File: src/rtl/fted_pkg.sv
// Shared constants for the fan tach edge-detect measurement block.
package fted_pkg;

    // ------------------------------------------------------------------
    // Clocking
    // ------------------------------------------------------------------
    localparam int unsigned CLK_HZ      = 250_000_000;
    localparam int unsigned MEAS_HZ     = 90_000;
    // Nearest whole divide; the 90 kHz tick is nominal anyway.
    localparam int unsigned TICK_CYCLES = (CLK_HZ + MEAS_HZ / 2) / MEAS_HZ;

    // ------------------------------------------------------------------
    // Readings and counter limits
    // ------------------------------------------------------------------
    localparam logic [15:0] READ_STALL  = 16'hFFFF;
    localparam logic [15:0] READ_SLOW   = 16'hFFFE;
    localparam logic [15:0] CNT_MAX     = 16'hFFFF;
    localparam logic [15:0] READ_RESET  = 16'h0000;
    localparam logic [1:0]  IGNORE_EDGES = 2'h3;

    // ------------------------------------------------------------------
    // Guard time in 90 kHz ticks, per two-bit option code
    // ------------------------------------------------------------------
    localparam real         GUARD_MIN_US    = 88.88;
    localparam logic [5:0]  GUARD_TICKS [4] = '{6'h08, 6'h10, 6'h20, 6'h3F};

    // ------------------------------------------------------------------
    // Edges per measurement, per two-bit option code
    // ------------------------------------------------------------------
    localparam logic [3:0]  EDGE_COUNT [4] = '{4'h2, 4'h3, 4'h5, 4'h9};

    // ------------------------------------------------------------------
    // Stretch time in ms per three-bit code; code 0 disables stretching
    // ------------------------------------------------------------------
    localparam int unsigned STRETCH_MS [8] =
        '{0, 50, 100, 200, 400, 600, 800, 950};
    localparam logic [2:0]  STRETCH_OFF = 3'h0;

    function automatic logic [16:0] stretch_ticks(input logic [2:0] code);
        stretch_ticks = 17'(STRETCH_MS[code] * (MEAS_HZ / 1000));
    endfunction : stretch_ticks

    // ------------------------------------------------------------------
    // Measurement states
    // ------------------------------------------------------------------
    typedef enum logic [3:0] {
        FTED_IDLE  = 4'b0001,
        FTED_WAITP = 4'b0010,
        FTED_GUARD = 4'b0100,
        FTED_MEAS  = 4'b1000
    } fted_state_e;

endpackage : fted_pkg

File: src/rtl/fted_top.sv
// Fan tach measurement: edge counting, stall/slow classification, stretch.
`timescale 1ns/10ps
module fted_top
    import fted_pkg::*;
#(
    parameter int unsigned TICK_DIV = TICK_CYCLES
) (
    input  wire logic        ref_clk,
    input  wire logic        reset_n,
    input  wire logic        fan_speed_input_n,
    input  wire logic        pwm_on,
    input  wire logic        update_start,
    input  wire logic        mode_sync,
    input  wire logic        opt_ignore3,
    input  wire logic        opt_slow_sel,
    input  wire logic [1:0]  opt_edges,
    input  wire logic [1:0]  opt_guard,
    input  wire logic [2:0]  opt_stretch,
    output logic      [15:0] reading_q,
    output logic             stalled_q,
    output logic             slow_q,
    output logic             done_q,
    output logic             stretch_q,
    output logic             busy_q
);

    // ------------------------------------------------------------------
    // Tick and edge detection
    // ------------------------------------------------------------------
    logic tick_w;

    fted_tick_gen #(
        .DIV     (TICK_DIV)
    ) u_tick (
        .ref_clk (ref_clk),
        .reset_n (reset_n),
        .tick_q  (tick_w)
    );

    fted_state_e state_q;
    fted_state_e state_d;
    logic        fan_prev_q;
    logic [5:0]  guard_cnt_q;
    logic [16:0] win_cnt_q;
    logic [15:0] meas_cnt_q;
    logic [3:0]  edge_cnt_q;
    logic [1:0]  ign_cnt_q;
    logic        running_q;

    logic        edge_w;
    logic        ign_active_w;
    logic        counted_edge_w;
    logic [5:0]  guard_lim_w;
    logic [3:0]  edges_need_w;
    logic [16:0] stretch_lim_w;
    logic        stretch_on_w;
    logic        guard_end_w;
    logic        meas_sat_w;
    logic        win_end_w;
    logic        done_edges_w;
    logic        timeout_w;
    logic        finish_w;
    logic        in_meas_w;
    logic        cnt_tick_w;
    logic [15:0] result_w;

    assign edge_w        = fan_speed_input_n ^ fan_prev_q;
    assign in_meas_w     = (state_q == FTED_MEAS);
    assign guard_lim_w   = GUARD_TICKS[opt_guard];
    assign edges_need_w  = EDGE_COUNT[opt_edges];
    assign stretch_lim_w = stretch_ticks(opt_stretch);
    assign stretch_on_w  = (opt_stretch != STRETCH_OFF);

    // Edges are only dropped in the synced mode and only up to three.
    assign ign_active_w   = mode_sync && opt_ignore3
                            && (ign_cnt_q != IGNORE_EDGES);
    assign counted_edge_w = in_meas_w && edge_w && !ign_active_w;

    assign guard_end_w = tick_w && (guard_cnt_q == guard_lim_w - 6'h01);
    assign meas_sat_w  = running_q && (meas_cnt_q == CNT_MAX);
    // The tick in the cycle of the first counted edge is counted, so the
    // reading is the tick count from first to last edge, whatever the phase.
    assign cnt_tick_w  = tick_w && (running_q || counted_edge_w)
                         && !meas_sat_w;

    // In synced mode without stretch the window is the PWM on-time; since full duty still
    // drops low once per period, every window is bounded.
    assign win_end_w = mode_sync
        ? (stretch_on_w ? (win_cnt_q >= stretch_lim_w)
                        : !pwm_on)
        : (win_cnt_q >= {1'b0, CNT_MAX});

    assign done_edges_w = counted_edge_w
                          && (edge_cnt_q == edges_need_w - 4'h1);
    assign timeout_w    = in_meas_w && (win_end_w || meas_sat_w);
    // Final edge wins over a timeout in the same cycle.
    assign finish_w     = done_edges_w || timeout_w;

    // A latched count equal to FFFFh reads as a stall naturally.
    assign result_w = done_edges_w ? meas_cnt_q
                    : (edge_cnt_q == 4'h0) ? READ_STALL
                    : opt_slow_sel ? READ_STALL
                    : READ_SLOW;

    // ------------------------------------------------------------------
    // State machine
    // ------------------------------------------------------------------
    always_comb begin
        state_d = state_q;
        unique case (state_q)
            FTED_IDLE: begin
                if (!mode_sync) begin
                    state_d = FTED_MEAS;
                end else if (update_start) begin
                    state_d = FTED_WAITP;
                end
            end
            FTED_WAITP: begin
                if (!mode_sync) begin
                    state_d = FTED_IDLE;
                end else if (pwm_on) begin
                    state_d = FTED_GUARD;
                end
            end
            FTED_GUARD: begin
                if (!mode_sync) begin
                    state_d = FTED_IDLE;
                end else if (guard_end_w) begin
                    state_d = FTED_MEAS;
                end
            end
            FTED_MEAS: begin
                if (finish_w) begin
                    state_d = FTED_IDLE;
                end
            end
            default: state_d = FTED_IDLE;
        endcase
    end

    always_ff @(posedge ref_clk or negedge reset_n) begin
        if (!reset_n) begin
            state_q    <= FTED_IDLE;
            fan_prev_q <= 1'b1;
        end else begin
            state_q    <= state_d;
            fan_prev_q <= fan_speed_input_n;
        end
    end

    // ------------------------------------------------------------------
    // Counters
    // ------------------------------------------------------------------
    always_ff @(posedge ref_clk or negedge reset_n) begin
        if (!reset_n) begin
            guard_cnt_q <= 6'h00;
        end else if (state_q != FTED_GUARD) begin
            guard_cnt_q <= 6'h00;
        end else if (tick_w) begin
            guard_cnt_q <= guard_cnt_q + 6'h01;
        end
    end

    always_ff @(posedge ref_clk or negedge reset_n) begin
        if (!reset_n) begin
            win_cnt_q  <= 17'h00000;
            meas_cnt_q <= 16'h0000;
            edge_cnt_q <= 4'h0;
            ign_cnt_q  <= 2'h0;
            running_q  <= 1'b0;
        end else if (!in_meas_w || finish_w) begin
            win_cnt_q  <= 17'h00000;
            meas_cnt_q <= 16'h0000;
            edge_cnt_q <= 4'h0;
            ign_cnt_q  <= 2'h0;
            running_q  <= 1'b0;
        end else begin
            if (tick_w && win_cnt_q != 17'h1FFFF) begin
                win_cnt_q <= win_cnt_q + 17'h00001;
            end
            if (cnt_tick_w) begin
                meas_cnt_q <= meas_cnt_q + 16'h0001;
            end
            if (edge_w && ign_active_w) begin
                ign_cnt_q <= ign_cnt_q + 2'h1;
            end
            if (counted_edge_w) begin
                edge_cnt_q <= edge_cnt_q + 4'h1;
                running_q  <= 1'b1;
            end
        end
    end

    // ------------------------------------------------------------------
    // Outputs
    // ------------------------------------------------------------------
    always_ff @(posedge ref_clk or negedge reset_n) begin
        if (!reset_n) begin
            reading_q <= READ_RESET;
            stalled_q <= 1'b0;
            slow_q    <= 1'b0;
            done_q    <= 1'b0;
            stretch_q <= 1'b0;
            busy_q    <= 1'b0;
        end else begin
            done_q    <= finish_w;
            busy_q    <= (state_d == FTED_GUARD) || (state_d == FTED_MEAS);
            // Stretch is released on the clock after the final edge lands, together with done.
            stretch_q <= mode_sync && stretch_on_w && !finish_w
                         && ((state_q == FTED_GUARD && pwm_on)
                             || in_meas_w);
            if (finish_w) begin
                reading_q <= result_w;
                stalled_q <= !done_edges_w && (edge_cnt_q == 4'h0);
                slow_q    <= !done_edges_w && (edge_cnt_q != 4'h0);
            end
        end
    end
endmodule : fted_top

File: src/rtl/fted_tick_gen.sv
// Divider that turns the core clock into a one-cycle measurement tick.
`timescale 1ns/10ps
module fted_tick_gen #(
    parameter int unsigned DIV = 2778
) (
    input  wire logic ref_clk,
    input  wire logic reset_n,
    output logic      tick_q
);
    logic [15:0] div_q;
    logic        wrap_w;

    assign wrap_w = (div_q == 16'(DIV - 1));

    always_ff @(posedge ref_clk or negedge reset_n) begin
        if (!reset_n) begin
            div_q  <= 16'h0000;
            tick_q <= 1'b0;
        end else begin
            div_q  <= wrap_w ? 16'h0000 : div_q + 16'h0001;
            tick_q <= wrap_w;
        end
    end

endmodule : fted_tick_gen

File: config.mk
export PLATFORM = sky130hd
export DESIGN_NAME = fted_top
export DESIGN_NICKNAME = d
export VERILOG_FILES = /design/src/rtl/fted_pkg.sv /design/src/rtl/fted_top.sv /design/src/rtl/fted_tick_gen.sv
export SDC_FILE = /design/constraint.sdc
export NUM_CORES = 1
export LEC_CHECK = 0
export ABC_AREA = 1
export BUFFER_PORTS_ARGS = -buffer_cell sky130_fd_sc_hd__clkbuf_2
export CAP_MARGIN = 20
export CORE_MARGIN = 3
export CORE_UTILIZATION = 66
export CTS_BUF_LIST = sky130_fd_sc_hd__clkbuf_4 sky130_fd_sc_hd__clkbuf_8
export CTS_CLUSTER_SIZE = 40
export DETAILED_ROUTE_END_ITERATION = 8
export PLACE_DENSITY = 0.83
export SLEW_MARGIN = 25
export SYNTH_ARGS = -nofsm -noshare
export SYNTH_HDL_FRONTEND = slang
export SYNTH_SLANG_ARGS = --single-unit
File: constraint.sdc
create_clock -name ref_clk -period 3.24 [get_ports ref_clk]
set_input_delay 0.486 -clock ref_clk [delete_from_list [all_inputs] [get_ports ref_clk]]
set_output_delay 0.486 -clock ref_clk [all_outputs]
set_load 0.01 [all_outputs]
==> flow_summary.ini, run 1 <==
[outcome]
status = finished, violations left
violations = negative setup slack

[final_layout]
fillerInstances = 391
antenna_cells = 0
nets = 972
area_growth_pct = 28.8
drive_gt1_frac = 0.295
fin_util = 0.885

[timing]
finalSetupViolations = 63
worst_slew_pin_slew_ns = 0.816
slew_viol_final = 0
grt_setup_unrepaired = true
setup_slack_ns = -2.03
relSlewSlack = 0.451
max_freq_mhz = 190
fin_crit_sh = 1.63
post-route-min-period_ns = 5.27
fin_worst_skew_ns = 0.0144
hold_viol = 0

[power]
power.density_nw_per_um2 = 553
p_total_mw = 4.33
ir_worst_vdd_mv = 0.469
p_leak_nw = 3.75

[global_route]
grt_pass1_vias = 5914
grt_max_degree = 50
grt_usage = 0.328
grt_antenna_before_repair = 0
grt_overflow = 0
grt_pass1_wl_um = 27200

[setup_path]
reg2reg_to = win_cnt_q[8]
cp-start-kind = input pin
cp_slowest_stage_delay_ns = 0.50
r2r_start = win_cnt_q[0]
cp_slowest_cell = fa_1
worstSetupPathType = input pin to flop
worst_ep_arrival_time_ns = 5.55
r2r_slack_ns = 0.49
cp_num_buf_inv = 8
crit_fanout = 8
r2r_cells = 12
required_ns = 3.52
critical-path-top-delay-family = adder cells
end_kind = flop

[route]
first_pass_iters = 6
vias_per_cell = 6.15
wl_per_cell_um = 19.1
drt_iter0_drc = 553
via_count = 6190
drc = 0
postRouteAntennaNets = 0
wl_um = 19200

[floorplan]
row_count = 34
fp.dieW_um = 102
core_um2 = 8850
initial_core_util = 0.687
die_area_um2 = 10400
dieHeight_um = 102
io_pins = 36

[clocking]
path_clk_slew_ns = 0.11
cts_hold_buf = 0
clk_latency_ns = 0.36
max-clock-path-buffers = 2
cts-root-buf = clkbuf_8
htreeDepth = 3
cts_made_buffers = 9
cts_tree = yes
cts_sinks = 89

[placed_design]
place.gp.congestion = 0.920
port_buffers = 35
dp_hpwl_um = 11000

[logic_synthesis]
avgSynthCellArea_um2 = 7.80
ys_types = 42
synth_seq_cells = 89
ys_warn_count = 0
netlist_area_um2 = 6080
synth.net_count = 859
seq_area_frac_synth = 0.367
synth_cells = 780

[min_path]
hold_class = input pin to async pin

[run]
maxCapViolations = 0
-- worst max-delay path by stage --
| stage | from | endpoint | slack, ns | cells past startpoint |
|---|---|---|---|---|
| finish | opt_stretch[0] | win_cnt_q[9] | -2.03 | 31 |
| CTS | opt_stretch[0] | reading_q[7] | -1.67 | 36 |
| global route | opt_stretch[1] | win_cnt_q[9] | -2.20 | 31 |
| detailed placement | opt_stretch[0] | reading_q[5] | -2.17 | 35 |
| global placement | opt_stretch[0] | reading_q[3] | -1.88 | 35 |
| floorplan | opt_stretch[0] | reading_q[11] | -1.50 | 34 |
-- cells in the mapped netlist, drive strengths merged --
cell type  count  area (µm²)
nand2        145         549
nor2         145         573
inv          114         428
dfrtp         87        2180
ha            54         676
nand3         41         220
xor2          30         263
a21oi         28         140
nor3          28         151
o21ai         23         115
nand4         17         121
xnor2         14         123
buf           12        65.1
fa            10         200
nor3b          6        55.1
nor4           5        37.5
o21bai         4        30.0
or2            4        25.0
a31oi          2        12.5
dfstp          2        52.6
a211oi         1        7.51
a21boi         1        7.51
and3           1        6.26
clkbuf         1        3.75
mux2i          1        10.0
nand3b         1        7.51
o221ai         1        8.76
o22ai          1        6.26
o32ai          1        8.76
-- cell usage in the layout, fill, tap and decap left out, types with 3 or more instances in the layout --
| cell type | synthesis | layout |
|---|---|---|
| nand4_1 | 16 | 16 |
| nor3b_2 | 2 | 5 |
| nand2_2 | 2 | 13 |
| buf_4 | 2 | 65 |
| or2_2 | 3 | 3 |
| ha_4 | 0 | 9 |
| xnor2_1 | 14 | 13 |
| inv_1 | 103 | 95 |
| nor4_1 | 4 | 4 |
| a21oi_2 | 0 | 7 |
| nor2_1 | 141 | 96 |
| clkinvlp_4 | 0 | 3 |
| ha_1 | 54 | 43 |
| nor3_1 | 27 | 24 |
| buf_6 | 0 | 5 |
| fa_1 | 10 | 9 |
| a21oi_1 | 28 | 21 |
| nand3_1 | 38 | 33 |
| nor3_4 | 1 | 3 |
| nor2_2 | 2 | 28 |
| o21ai_1 | 2 | 3 |
| xor2_1 | 30 | 28 |
| clkbuf_8 | 0 | 9 |
| clkbuf_2 | 0 | 33 |
| nand3_2 | 3 | 8 |
| buf_12 | 0 | 7 |
| nand2_4 | 0 | 3 |
| inv_2 | 11 | 16 |
| nor2_4 | 1 | 20 |
| dfrtp_1 | 87 | 87 |
| o21bai_1 | 4 | 4 |
| clkbuf_16 | 0 | 3 |
| inv_8 | 0 | 3 |
| nand2_1 | 143 | 129 |
| o21ai_0 | 21 | 18 |
-- worst reg2reg max path, cell delays in order (launching register included) --
cell and delay [ns]:
dfrtp_1 0.43, ha_1 0.24, nand2_1 0.12, nor2_1 0.06
nand4_1 0.12, nor2_1 0.11, ha_1 0.20, nor2_2 0.33
inv_1 0.19, nor2_1 0.33, nand3_1 0.18, xor2_1 0.27
nor2_4 0.07
-- kinds of logic (layout without fill, tap and decap cells) --
kind of cell,Yosys count,count (layout),share of synthesized area
AO/OA/AOI/OAI,62,62,0.0554
XOR/XNOR,44,44,0.0634
adder cells (fa/ha/maj),64,64,0.144
multiplexers,1,1,0.00165
buffers and inverters,127,245,0.0817
AND/OR/NAND/NOR,393,393,0.287
flip-flops,89,89,0.367
-- registers in the layout, indices dropped and copies added, names as in the netlist, 2 cells and up --
signal	flops
win_cnt_q	17
meas_cnt_q	16
reading_q	16
u_tick.div_q	16
guard_cnt_q	6
edge_cnt_q	4
state_q	4
ign_cnt_q	2
-- metal layers --
layer | share of wire | track usage | wire length, µm
met5 | 0 | 0 | 0
met4 | 0.059 | 0.138 | 1140
met3 | 0.075 | 0.0519 | 1440
met2 | 0.49 | 0.575 | 9460
met1 | 0.37 | 0.402 | 7170
-- metrics by stage --
stage / TNS, ns / setup slack, ns / hold WS, ns / instances / area (µm²)
after floorplan: -92.12 / -1.50 / 0.190 / 780 / 6200
after global placement: -113.64 / -1.88 / 0.448 / 963 / 6840
after detailed placement: -130.55 / -2.17 / 0.454 / 963 / 6840
after CTS: -101.08 / -1.67 / 0.160 / 998 / 7380
after global routing: -131.47 / -2.20 / 0.169 / 1006 / 7840
final: -120.88 / -2.03 / 0.130 / 1006 / 7840
-- layout make-up --
class / instances / area [µm²] / area share
multi-input cells: 564 / 3880 / 0.495
clock buffers: 9 / 124 / 0.0158
well taps: 108 / 135 / 0.0172
flip-flops and latches: 89 / 2230 / 0.285
repair buffers: 115 / 955 / 0.122
clock inverters: 7 / 73.8 / 0.00942
inverters: 114 / 437 / 0.0557
-- timing repair --
action | 4_1_cts | 5_1_grt
setup buffers | 18 | 8
resized for setup | 41 | 93
cloned | 1 | 3
setup endpoints to repair | 63 | 63
pin swaps | 32 | 49
-- where the power goes --
part / internal [mW] / total [mW] / switching, mW
combinational: 1.03 / 2.17 / 1.14
clock: 0.303 / 0.780 / 0.477
sequential: 1.26 / 1.38 / 0.126
Note: power is estimated with default switching activity, not from simulation.
==> run 2: changes to the inputs <==
Settings changed: BUFFER_PORTS_ARGS -buffer_cell sky130_fd_sc_hd__clkbuf_2 to default, CORE_UTILIZATION 66 to 55, DONT_BUFFER_PORTS from default to 1, PLACE_DENSITY 0.83 to 0.68.
==> run 2 against run 1 <==
The run still ends with negative setup slack left. Sequential power up 6%. Critical path depth up 1. Non-clock buffer count down 56. Highest routed layer unchanged.
==> flow_summary.ini, run 2 (synthesized netlist as in run 1, its figures left out) <==
[outcome]
status = finished, violations left
violations = negative setup slack

[setup_path]
worst_ep_arrival_time_ns = 5.00
cp_num_buf_inv = 7
crit_fanout = 8
cp_slowest_cell = fa_1
r2r_slack_ns = 0.73
cp_slowest_stage_delay_ns = 0.53
startpoint = opt_stretch[0]
critical-path-top-delay-family = adder cells
reg2reg_to = win_cnt_q[15]
worstSetupPathType = input pin to flop
cp.depth = 32
r2r_start = win_cnt_q[0]
crit_path_frequent_cell = nand2_1
endpoint = meas_cnt_q[11]
cp-start-kind = input pin
r2r_cells = 13
required_ns = 3.54
end_kind = flop

[floorplan]
fp.dieW_um = 111
die_area_um2 = 12400
core_um2 = 10600
initial_core_util = 0.576
row_count = 37
dieHeight_um = 111
io_pins = 36

[final_layout]
largest_reg_flops = 17
fillerInstances = 823
drive_gt1_frac = 0.232
area_growth_pct = 22.9
final_cell_mix = 132 x nand2_1, 101 x nor2_1, 97 x inv_1
final_common_cell = nand2_1
top_register = win_cnt_q
antenna_cells = 0
instances_no_fill = 978
nets = 916

[timing]
worst_slew_pin_slew_ns = 0.816
finalSetupViolations = 63
post-route-min-period_ns = 4.70
fin_hold_ws_ns = 0.0122
slew_viol_final = 0
relSlewSlack = 0.451
max_freq_mhz = 213
setup_slack_ns = -1.46
grt_setup_unrepaired = true
fin_crit_sh = 1.45
hold_viol = 0
fin_worst_skew_ns = 0.00840

[clocking]
cts_tree = yes
clk_latency_ns = 0.36
cts-root-buf = clkbuf_8
cts_made_buffers = 9
path_clk_slew_ns = 0.09
max-clock-path-buffers = 2
cts_sinks = 89
htreeDepth = 3

[placed_design]
port_buffers = 0
dp_slack_ns = -1.85
dp_hpwl_um = 9980
dp.cells = 944
place.gp.congestion = 0.892

[power]
power.density_nw_per_um2 = 535
ir_worst_vdd_mv = 0.462
p_leak_nw = 3.51

[global_route]
grt_max_degree = 90
grt_antenna_before_repair = 0
grt_pass1_vias = 5051
grt_overflow = 0
grt_usage = 0.228
grt_pass1_wl_um = 23500

[route]
drc = 0
via_count = 5172
wl_um = 14100
drt_iter0_drc = 255
postRouteAntennaNets = 0
wl_per_cell_um = 14.4
first_pass_iters = 4
vias_per_cell = 5.29

[run]
maxCapViolations = 0

[min_path]
hold_class = input pin to async pin
## run 2: worst min-delay path by stage
stage                        from             end  slack [ns]  depth (start not counted)
after global placement    reset_n  guard_cnt_q[0]        0.19                          0
after global routing      reset_n   win_cnt_q[10]        0.03                          1
after CTS                 reset_n       stalled_q        0.04                          1
after detailed placement  reset_n    win_cnt_q[5]        0.20                          0
final                     reset_n   win_cnt_q[10]        0.01                          1
after floorplan           reset_n          busy_q        0.19                          0
## run 2: final cells by class
class	count	area [µm²]	share of cell area
Clock buffer	10	138	0.0184
Clock inverter	6	113	0.0151
Inverter	114	439	0.0588
Multi-Input combinational cell	564	3810	0.510
Sequential cell	89	2230	0.298
Tap cell	136	170	0.0228
Timing Repair Buffer	59	571	0.0763
## run 2: per-stage QoR
| step | util | instance area [µm²] | setup TNS, ns | power, mW |
|---|---|---|---|---|
| floorplan | - | 6200 | -92.12 | 2.32 |
| global placement | 0.626 | 6600 | -101.19 | 2.67 |
| detailed placement | 0.626 | 6600 | -110.68 | 2.71 |
| CTS | 0.675 | 7130 | -80.39 | 3.82 |
| global route | 0.708 | 7470 | -103.83 | 4.28 |
| finish | 0.708 | 7470 | -85.78 | 4.00 |
## run 2: where the power goes
part | switching [mW] | internal, mW
sequential | 0.201 | 1.25
combinational | 0.820 | 0.785
clock | 0.399 | 0.538
total | 1.42 | 2.58
## run 2: metal layers
metal | GRT usage | vias up | wire length [µm]
met2 | 0.365 | 96 | 6600
met4 | 0.0697 | 0 | 361
met5 | 0 | - | 0
met1 | 0.310 | 2454 | 6520
li1 | - | 2595 | -
met3 | 0.0535 | 27 | 637
## run 2: timing repair
action / CTS / global route
pin swaps: 20 / 28
hold endpoints to repair: 89 / 0
cloned: 0 / 2
buffers inserted: 11 / 4
setup endpoints to repair: 63 / 63
gates resized for setup: 41 / 70
hold buffers: 1 / 0
